File: src/core/atc_pkg.sv
// Package with register map, field layout and timing tables of the AGC block.
package atc_pkg;

  // Register offsets on the codec control port.
  localparam logic [6:0] ATC_OFF_LEFT_ATTACK  = 7'h67;
  localparam logic [6:0] ATC_OFF_LEFT_DECAY   = 7'h68;
  localparam logic [6:0] ATC_OFF_RIGHT_ATTACK = 7'h69;

  // Field layout shared by all three timing registers.
  localparam int ATC_SEL_BIT  = 7;
  localparam int ATC_BASE_HI  = 6;
  localparam int ATC_BASE_LO  = 5;
  localparam int ATC_MULT_HI  = 4;
  localparam int ATC_MULT_LO  = 2;

  // Register reset value and the read answer for unmapped offsets.
  localparam logic [7:0] ATC_REG_RESET = 8'h00;
  localparam logic [7:0] ATC_RD_NONE   = 8'h00;

  // Baseline attack times in milliseconds, codes 0 to 3.
  localparam logic [15:0] ATC_ATK_BASE0_MS = 16'h0007;
  localparam logic [15:0] ATC_ATK_BASE1_MS = 16'h0008;
  localparam logic [15:0] ATC_ATK_BASE2_MS = 16'h000a;
  localparam logic [15:0] ATC_ATK_BASE3_MS = 16'h000b;

  // Baseline decay times in milliseconds, codes 0 to 3.
  localparam logic [15:0] ATC_DEC_BASE0_MS = 16'h0032;
  localparam logic [15:0] ATC_DEC_BASE1_MS = 16'h0096;
  localparam logic [15:0] ATC_DEC_BASE2_MS = 16'h00fa;
  localparam logic [15:0] ATC_DEC_BASE3_MS = 16'h015e;

  // Decimation ratio is carried as twice its value, so 1.5 becomes 3.
  localparam logic [3:0] ATC_RATIO_1   = 4'h2;
  localparam logic [3:0] ATC_RATIO_1P5 = 4'h3;
  localparam logic [3:0] ATC_RATIO_2   = 4'h4;
  localparam logic [3:0] ATC_RATIO_2P5 = 4'h5;
  localparam logic [3:0] ATC_RATIO_3   = 4'h6;
  localparam logic [3:0] ATC_RATIO_3P5 = 4'h7;
  localparam logic [3:0] ATC_RATIO_4   = 4'h8;
  localparam logic [3:0] ATC_RATIO_4P5 = 4'h9;
  localparam logic [3:0] ATC_RATIO_5   = 4'ha;

  // Longest decay in milliseconds for each decimation ratio.
  localparam logic [15:0] ATC_CAP_R1_MS   = 16'h0fa0;
  localparam logic [15:0] ATC_CAP_R1P5_MS = 16'h15e0;
  localparam logic [15:0] ATC_CAP_R2_MS   = 16'h1f40;
  localparam logic [15:0] ATC_CAP_R2P5_MS = 16'h2580;
  localparam logic [15:0] ATC_CAP_R3_MS   = 16'h2bc0;
  localparam logic [15:0] ATC_CAP_R4_MS   = 16'h3e80;
  localparam logic [15:0] ATC_CAP_R5_MS   = 16'h4b00;
  localparam logic [15:0] ATC_CAP_R6_MS   = 16'h5780;

endpackage : atc_pkg

File: src/core/atc_time_scale.sv
// Baseline lookup and power-of-two scaling for one AGC time constant.
`timescale 1ns/10ps
module atc_time_scale #(
  parameter bit IS_DECAY = 1'b0
) (
  // Fields of one timing register.
  input  wire logic [1:0]  base_code,
  input  wire logic [2:0]  mult_code,
  // Baseline times the factor, in milliseconds.
  output logic      [15:0] time_ms
);
  import atc_pkg::*;

  logic [15:0] base_ms;

  // Attack and decay share the scaler and differ only in their baselines.
  always_comb begin
    case (base_code)
      2'h0:    base_ms = IS_DECAY ? ATC_DEC_BASE0_MS : ATC_ATK_BASE0_MS;
      2'h1:    base_ms = IS_DECAY ? ATC_DEC_BASE1_MS : ATC_ATK_BASE1_MS;
      2'h2:    base_ms = IS_DECAY ? ATC_DEC_BASE2_MS : ATC_ATK_BASE2_MS;
      default: base_ms = IS_DECAY ? ATC_DEC_BASE3_MS : ATC_ATK_BASE3_MS;
    endcase
  end

  // The largest product, 350 ms times 128, still fits in 16 bits.
  assign time_ms = base_ms << mult_code;

endmodule : atc_time_scale

File: src/core/atc_time_config.sv
// Register bank choosing legacy or scaled AGC attack and decay times.
`timescale 1ns/10ps
// What this block does
// RULE1 - Left attack baseline code picks 7, 8, 10 or 11 ms.
// RULE2 - Attack multiplier code scales baseline by two to the code.
// RULE3 - Software writes zeros to the two reserved low bits.
// RULE4 - Left decay top bit picks legacy timing or new decay fields.
// RULE5 - Left decay baseline code picks 50, 150, 250 or 350 ms.
// RULE6 - Decay multiplier code scales baseline by two to the code.
// RULE7 - Effective decay is capped by the ADC decimation ratio.
// RULE8 - Right attack top bit picks legacy timing or new attack fields.
// RULE9 - Right attack baseline code picks 7, 8, 10 or 11 ms.
// RULE10 - All new timing registers reset to zero.
// RULE11 - Left attack top bit picks legacy timing or new attack fields.
// RULE12 - New source gives baseline times power-of-two factor.
// RULE13 - Under legacy source the fields are stored but have no effect.
module atc_time_config (
  // Clock and reset.
  input  wire logic        clk_sys,
  input  wire logic        rst,
  // Codec control port.
  input  wire logic        reg_wr_en,
  input  wire logic        reg_rd_en,
  input  wire logic [6:0]  reg_addr,
  input  wire logic [7:0]  reg_wdata,
  output logic      [7:0]  reg_rdata_q,
  // Legacy times and decimation ratio from neighbouring logic.
  input  wire logic [15:0] legacy_left_attack_ms,
  input  wire logic [15:0] legacy_left_decay_ms,
  input  wire logic [15:0] legacy_right_attack_ms,
  input  wire logic [3:0]  adc_decimation_ratio,
  // Effective time constants for the AGC loop.
  output logic      [15:0] left_attack_ms_q,
  output logic      [15:0] left_decay_ms_q,
  output logic      [15:0] right_attack_ms_q
);
  import atc_pkg::*;

  logic [7:0]  left_attack_q;
  logic [7:0]  left_decay_q;
  logic [7:0]  right_attack_q;
  logic [15:0] la_new_ms;
  logic [15:0] ld_new_ms;
  logic [15:0] ra_new_ms;
  logic [15:0] ld_raw_ms;
  logic [15:0] decay_cap_ms;

  // Longest decay allowed at a given ratio; codes past 10 take the top cap.
  function automatic logic [15:0] decay_cap(input logic [3:0] ratio);
    if (ratio <= ATC_RATIO_1) begin
      decay_cap = ATC_CAP_R1_MS;
    end else if (ratio == ATC_RATIO_1P5) begin
      decay_cap = ATC_CAP_R1P5_MS;
    end else if (ratio == ATC_RATIO_2) begin
      decay_cap = ATC_CAP_R2_MS;
    end else if (ratio == ATC_RATIO_2P5) begin
      decay_cap = ATC_CAP_R2P5_MS;
    end else if (ratio == ATC_RATIO_3 || ratio == ATC_RATIO_3P5) begin
      decay_cap = ATC_CAP_R3_MS;
    end else if (ratio == ATC_RATIO_4 || ratio == ATC_RATIO_4P5) begin
      decay_cap = ATC_CAP_R4_MS;
    end else if (ratio == ATC_RATIO_5) begin
      decay_cap = ATC_CAP_R5_MS;
    end else begin
      decay_cap = ATC_CAP_R6_MS;
    end
  endfunction : decay_cap

  // RULE10 zero on reset.
  // Reserved low bits are kept as written so software reads back its value;
  // RULE3 software keeps them zero, and nothing here reads them.
  always_ff @(posedge clk_sys) begin
    if (rst) begin
      left_attack_q  <= ATC_REG_RESET;
      left_decay_q   <= ATC_REG_RESET;
      right_attack_q <= ATC_REG_RESET;
    end else if (reg_wr_en) begin
      if (reg_addr == ATC_OFF_LEFT_ATTACK) begin
        left_attack_q <= reg_wdata;
      end else if (reg_addr == ATC_OFF_LEFT_DECAY) begin
        left_decay_q <= reg_wdata;
      end else if (reg_addr == ATC_OFF_RIGHT_ATTACK) begin
        right_attack_q <= reg_wdata;
      end
    end
  end

  // Read data is registered; unmapped offsets answer zero.
  always_ff @(posedge clk_sys) begin
    if (rst) begin
      reg_rdata_q <= ATC_RD_NONE;
    end else if (reg_rd_en) begin
      if (reg_addr == ATC_OFF_LEFT_ATTACK) begin
        reg_rdata_q <= left_attack_q;
      end else if (reg_addr == ATC_OFF_LEFT_DECAY) begin
        reg_rdata_q <= left_decay_q;
      end else if (reg_addr == ATC_OFF_RIGHT_ATTACK) begin
        reg_rdata_q <= right_attack_q;
      end else begin
        reg_rdata_q <= ATC_RD_NONE;
      end
    end
  end

  // RULE1 RULE2 left attack scaling.
  atc_time_scale #(.IS_DECAY(1'b0)) u_left_attack (
    .base_code (left_attack_q[ATC_BASE_HI:ATC_BASE_LO]),
    .mult_code (left_attack_q[ATC_MULT_HI:ATC_MULT_LO]),
    .time_ms   (la_new_ms)
  );

  // RULE5 RULE6 left decay scaling.
  atc_time_scale #(.IS_DECAY(1'b1)) u_left_decay (
    .base_code (left_decay_q[ATC_BASE_HI:ATC_BASE_LO]),
    .mult_code (left_decay_q[ATC_MULT_HI:ATC_MULT_LO]),
    .time_ms   (ld_new_ms)
  );

  // RULE9 RULE2 right attack scaling.
  atc_time_scale #(.IS_DECAY(1'b0)) u_right_attack (
    .base_code (right_attack_q[ATC_BASE_HI:ATC_BASE_LO]),
    .mult_code (right_attack_q[ATC_MULT_HI:ATC_MULT_LO]),
    .time_ms   (ra_new_ms)
  );

  // RULE4 decay source select, capped afterwards by the ratio.
  assign ld_raw_ms    = left_decay_q[ATC_SEL_BIT] ? ld_new_ms
                                                  : legacy_left_decay_ms;
  assign decay_cap_ms = decay_cap(adc_decimation_ratio);

  // RULE11 RULE12 RULE13 left attack source select.
  always_ff @(posedge clk_sys) begin
    if (rst) begin
      left_attack_ms_q <= '0;
    end else begin
      left_attack_ms_q <= left_attack_q[ATC_SEL_BIT] ? la_new_ms
                                                     : legacy_left_attack_ms;
    end
  end

  // RULE7 decay cap. The cap covers the legacy source too, since the
  // decimator limits the loop whichever register set the time.
  always_ff @(posedge clk_sys) begin
    if (rst) begin
      left_decay_ms_q <= '0;
    end else begin
      left_decay_ms_q <= (ld_raw_ms > decay_cap_ms) ? decay_cap_ms
                                                    : ld_raw_ms;
    end
  end

  // RULE8 RULE12 right attack source select.
  always_ff @(posedge clk_sys) begin
    if (rst) begin
      right_attack_ms_q <= '0;
    end else begin
      right_attack_ms_q <= right_attack_q[ATC_SEL_BIT] ? ra_new_ms
                                                       : legacy_right_attack_ms;
    end
  end

  // Checks on the register bank and the time selection.
  // RULE10 reset clears registers.
  reset_clear_a: assert property (@(posedge clk_sys) // RULE10
    rst |=> (left_attack_q == ATC_REG_RESET && left_decay_q == ATC_REG_RESET
             && right_attack_q == ATC_REG_RESET && left_attack_ms_q == '0))
    else $error("Timing registers not cleared by reset.");

  // RULE1 top baseline code, here at the top multiplier.
  la_base_a: assert property (@(posedge clk_sys) disable iff (rst) // RULE1
    (left_attack_q[ATC_SEL_BIT:ATC_MULT_LO] == 6'h3f)
    |=> left_attack_ms_q == (ATC_ATK_BASE3_MS << 7))
    else $error("Left attack baseline code wrong.");

  // RULE2 top multiplier code.
  la_mult_a: assert property (@(posedge clk_sys) disable iff (rst) // RULE2
    (left_attack_q[ATC_SEL_BIT:ATC_MULT_LO] == 6'h37)
    |=> left_attack_ms_q == (ATC_ATK_BASE2_MS << 7))
    else $error("Left attack multiplier wrong.");

  // RULE11 RULE13 legacy attack source.
  la_legacy_a: assert property (@(posedge clk_sys) disable iff (rst) // RULE11
    !left_attack_q[ATC_SEL_BIT]
    |=> left_attack_ms_q == $past(legacy_left_attack_ms))
    else $error("Left attack not from legacy source.");

  // RULE4 legacy decay below the cap.
  ld_legacy_a: assert property (@(posedge clk_sys) disable iff (rst) // RULE4
    (!left_decay_q[ATC_SEL_BIT] && legacy_left_decay_ms <= ATC_CAP_R1_MS)
    |=> left_decay_ms_q == $past(legacy_left_decay_ms))
    else $error("Left decay not from legacy source.");

  // RULE5 RULE6 decay scaling below the cap.
  // The product, 1200 ms, lies under the smallest cap, so no ratio clips it.
  ld_scale_a: assert property (@(posedge clk_sys) disable iff (rst) // RULE6
    (left_decay_q[ATC_SEL_BIT:ATC_MULT_LO] == 6'h2b)
    |=> left_decay_ms_q == (ATC_DEC_BASE1_MS << 3))
    else $error("Left decay scaling wrong.");

  // RULE7 decay held at the cap one edge later.
  ld_cap_a: assert property (@(posedge clk_sys) disable iff (rst) // RULE7
    (left_decay_q == 8'hfc && adc_decimation_ratio == ATC_RATIO_2)
    |=> left_decay_ms_q == ATC_CAP_R2_MS)
    else $error("Left decay cap not applied.");

  // RULE8 RULE9 right attack source and baseline.
  ra_select_a: assert property (@(posedge clk_sys) disable iff (rst) // RULE8
    right_attack_q[ATC_SEL_BIT]
    |=> right_attack_ms_q ==
        ((($past(right_attack_q[ATC_BASE_HI:ATC_BASE_LO]) == 2'h0)
          ? ATC_ATK_BASE0_MS
          : ($past(right_attack_q[ATC_BASE_HI:ATC_BASE_LO]) == 2'h1)
          ? ATC_ATK_BASE1_MS
          : ($past(right_attack_q[ATC_BASE_HI:ATC_BASE_LO]) == 2'h2)
          ? ATC_ATK_BASE2_MS : ATC_ATK_BASE3_MS)
         << $past(right_attack_q[ATC_MULT_HI:ATC_MULT_LO])))
    else $error("Right attack time wrong.");

  // Register write reaches the read port two edges later.
  wr_rd_a: assert property (@(posedge clk_sys) disable iff (rst) // RULE13
    (reg_wr_en && reg_addr == ATC_OFF_LEFT_ATTACK)
    ##1 (reg_rd_en && reg_addr == ATC_OFF_LEFT_ATTACK && !reg_wr_en)
    |=> reg_rdata_q == $past(reg_wdata, 2))
    else $error("Stored field not read back.");

endmodule : atc_time_config

File: config.mk
export PLATFORM = sky130hd
export DESIGN_NAME = atc_time_config
export DESIGN_NICKNAME = d
export VERILOG_FILES = /design/src/core/atc_pkg.sv /design/src/core/atc_time_scale.sv /design/src/core/atc_time_config.sv
export SDC_FILE = /design/constraint.sdc
export NUM_CORES = 1
export LEC_CHECK = 0
export BUFFER_PORTS_ARGS = -buffer_cell sky130_fd_sc_hd__buf_4
export CORE_MARGIN = 8
export CORE_UTILIZATION = 38
export CTS_CLUSTER_DIAMETER = 30
export DETAILED_ROUTE_END_ITERATION = 10
export PLACE_DENSITY = 0.75
export SYNTH_ARGS = -nofsm -noshare
export SYNTH_HDL_FRONTEND = slang
export SYNTH_HIERARCHICAL = 1
export SYNTH_SLANG_ARGS = --single-unit
File: constraint.sdc
create_clock -name clk_sys -period 3.15 [get_ports clk_sys]
set_input_delay 0.315 -clock clk_sys [delete_from_list [all_inputs] [get_ports clk_sys]]
set_output_delay 0.315 -clock clk_sys [all_outputs]
set_load 0.03 [all_outputs]
==> out/summary.txt <==
Share of cells above drive strength 1: 0.364
Pleak: 2.59 nW
RD Place Congestion: 0.866
DP Area: 5710 µm²
Vias/cell: 5.14
Final wirelength: 12.4 mm
IO Pins: 127
Hold buffer count at cts: 0
Synth Warn #: 6
Reg-to-Reg End: left_decay_ms_q[9]$_SDFF_PP0_
Syn Std Cell Area: 4510 µm²
CTS max path bufs: 2
Total CTS buffers: 9
Reg2Reg Setup Slack: 0.03 ns
Peak supply drop: 0.315 mV
Hold Crit Class: input port to register
Status: finished clean
Clock Skews: 0.00777 ns
Total track usage: 0.156
Worst Setup Slack, final: 0.0279 ns
Crit share post-route: 0.991
Synth Register Bits: 80
Initial core utilization: 0.382
Initial antenna violation count: 0
Crit. End Element: register
Worst hold stages: 3
Root buf cell: clkbuf_16
Power Density: 417 nW/µm²
Area delta synth->final: 37.8%
Slew Viols, Final: 0
Synthesized instance count: 509
Sw Share: 0.275
Port bufs: 126
FMAX: 320 MHz
Die area: 15600 µm²
Vias in the first global route: 4244
Clock share of power: 0.422
Worst Path Max Fanout: 7
CTS clk-pin slew, worst paths: 0.07 ns
Pre-CTS setup slack: -0.156 ns
Post-route ant nets: 0
Slew @ Worst Pin: 0.936 ns
Worst reg2reg path depth: 12
EDFF count, synth: 0
Largest net degree at the start of global routing: 77
Final nets: 737
CTS tree: yes
Worst setup SP type: register
Placed insts: 778
First-pass GRT wire length: 20.0 mm
Clk_lat worst skew: 0.35 ns
Distinct cell type count after synthesis: 52
Crit path arrival time: 3.36 ns
Ys flop type: dfxtp_1
Worst min-delay path startpoint: legacy_left_attack_ms[14]
Via Count: 4094
Starting DRT DRC Count: 196
H-tree depth: 3
Fill cells: 1060
Final Hold Fails: 0
Die span in x: 125 µm
Worst endpoint required time: 3.39 ns
DR WL/cell: 15.6 µm
Final Critical Period: 3.12 ns
Hold Path Sink: left_attack_ms_q[14]$_SDFF_PP0_
Normalized max-slew margin: 0.375
Worst R2R Start: left_decay_q[5]$_SDFFE_PP0P_
Post-layout util: 0.526
Int Power: 0.00188 W
Clock sinks: 80
Cell Count, Final, Fillers Out: 796
Pwr Total: 0.00259 W
Final instance area: 6220 µm²
Rows: 40
Register share of total power: 0.411
Comb power frac: 0.167
Max_cap viols: 0
Beginning of the critical path: left_decay_q[5]$_SDFFE_PP0P_
Die height: 125 µm
Grt total ovfl: 0
Initial DRT Pass Iterations: 4
Sequential area share after synthesis: 0.355
Share of flip-flops with an asynchronous set or reset: 0
Post-Syn Area per Cell: 8.86 µm²
Switch Pwr: 0.000714 W
Post-DP HPWL: 9.50 mm
DRC violations left: 0
Antenna diodes: 0
WS Path Type: register to register
Unrepaired setup endpoints after global routing: yes
Core area: 11800 µm²
Setup-failing EPs final: 0
-- per-stage QoR --
stage	TNS, ns	hold slack (ns)
after floorplan	0	0.437
after global placement	-0.623	0.448
after detailed placement	-1.72	0.471
after CTS	0	0.181
after global routing	-0.666	0.199
final	0	0.194
-- per-layer routing --
| metal | vias to the layer above | global-route usage | routed length [µm] | share of wire |
|---|---|---|---|---|
| met3 | 23 | 0.0527 | 836 | 0.067 |
| met1 | 1907 | 0.166 | 5140 | 0.41 |
| li1 | 2042 | - | - | - |
| met5 | - | 0 | 0 | 0 |
| met2 | 122 | 0.272 | 6120 | 0.49 |
| met4 | 0 | 0.0716 | 299 | 0.024 |
-- layout by cell type, fill, tap and decap left out, types with 3 or more instances in the layout --
| cell type | instances |
|---|---|
| o22ai_1 | 13 |
| o211a_1 | 3 |
| clkbuf_16 | 9 |
| ha_1 | 13 |
| mux2i_1 | 62 |
| a22o_1 | 10 |
| ha_4 | 7 |
| nand2b_1 | 5 |
| o21ai_0 | 3 |
| buf_4 | 158 |
| mux2_2 | 10 |
| conb_1 | 12 |
| nor2b_1 | 7 |
| dfxtp_1 | 78 |
| and2_1 | 4 |
| nand3_1 | 9 |
| a211oi_1 | 8 |
| inv_1 | 11 |
| nor2_1 | 79 |
| nor3_1 | 12 |
| nand2_1 | 31 |
| a211o_1 | 3 |
| nor3_2 | 5 |
| o21a_1 | 3 |
| or2_2 | 4 |
| a22oi_1 | 8 |
| a21oi_1 | 18 |
| nor3b_1 | 5 |
| mux2_4 | 7 |
-- sequential cells by signal (all words and copies together) (netlist names) --
signal	count
reg_rdata_q	8
left_decay_ms_q	16
right_attack_q	8
right_attack_ms_q	16
left_attack_ms_q	16
left_decay_q	8
left_attack_q	8
-- synthesized netlist by cell type, types with 2 or more instances --
library cell  instances  share of area
o21ai_0               5         0.0055
dfxtp_1              80           0.35
or2_2                 4         0.0055
o21a_1                3         0.0050
nor3_2                2         0.0044
nand3_1              10          0.011
nor2b_1               7         0.0097
nor3b_1               6          0.010
a22oi_1               9          0.015
a31o_2                2         0.0039
buf_1                 3         0.0025
buf_4                11          0.018
nor2_1               79          0.066
buf_6                 3         0.0075
o32ai_1               2         0.0039
clkbuf_1             19          0.016
o21bai_1              2         0.0033
ha_1                 22          0.061
mux2_2               14          0.035
mux2_4                3          0.010
or2b_1                2         0.0033
a22o_1               10          0.019
mux2i_1              63           0.14
and2_1                5         0.0069
conb_1                4         0.0033
nand2_1              32          0.027
nor3_1               15          0.017
a211o_1               3         0.0058
buf_2                 8         0.0089
a21oi_1              20          0.022
o211a_1               3         0.0067
nand2b_1              5         0.0069
inv_1                13          0.011
and3_1                2         0.0028
a211oi_1              8          0.013
nand3b_1              2         0.0033
o22ai_1              13          0.018
-- critical path: stages, from the launching register on --
cell     delay, ns
dfxtp_4       0.37
inv_4         0.05
ha_4          0.23
mux4_2        0.47
and2_4        0.17
mux2_4        0.28
ha_4          0.28
nand3_4       0.07
nor4_4        0.29
nor4b_4       0.32
a21oi_4       0.11
buf_6         0.16
o211a_1       0.20
-- worst max-delay path by stage --
| stage | cells after the start | to | slack (ns) |
|---|---|---|---|
| after floorplan | 12 | left_decay_ms_q[12]$_SDFF_PP0_ | 0.002 |
| after global placement | 11 | left_decay_ms_q[11]$_SDFF_PP0_ | -0.09 |
| after detailed placement | 12 | left_decay_ms_q[11]$_SDFF_PP0_ | -0.16 |
| after CTS | 12 | left_decay_ms_q[6]$_SDFF_PP0_ | 0.003 |
| after global routing | 12 | left_decay_ms_q[12]$_SDFF_PP0_ | -0.1 |
| final | 12 | left_decay_ms_q[9]$_SDFF_PP0_ | 0.03 |
-- power by group through the flow --
stage | clock, W | sequential (W) | combinational, W
final | 0.00109 | 0.00107 | 0.000432
after global routing | 0.00116 | 0.00107 | 0.000464
after CTS | 0.00113 | 0.00107 | 0.000423
after detailed placement | 0 | 0.00109 | 0.000405
after global placement | 0 | 0.00109 | 0.000399
after floorplan | 0 | 0.00117 | 0.000152
-- area by class of cell --
cell class	instances	area (µm²)	area share
clock buffers	9	225	0.0362
flip-flops and latches	80	1610	0.259
multi-input cells	379	2850	0.458
well taps	147	184	0.0296
clock inverters	7	86.3	0.0139
inverters	14	55.1	0.00886
repair buffers	160	1210	0.194
-- cell families after synthesis --
family / synth area share
DFF: 0.355
and+or+nand+nor: 0.189
xor gates and xnor gates: 0.00194
other: 0.00333
muxes: 0.190
buffers and inverters: 0.0646
AOI/OAI and AO/OA: 0.135
adders and majority gates: 0.0610
-- timing repair --
item,in CTS,in global routing
endpoints found under the setup margin,15,15
setup buffers,1,1
resized for setup,29,7
pin swaps,7,2
Note: power is estimated with default switching activity, not from simulation.
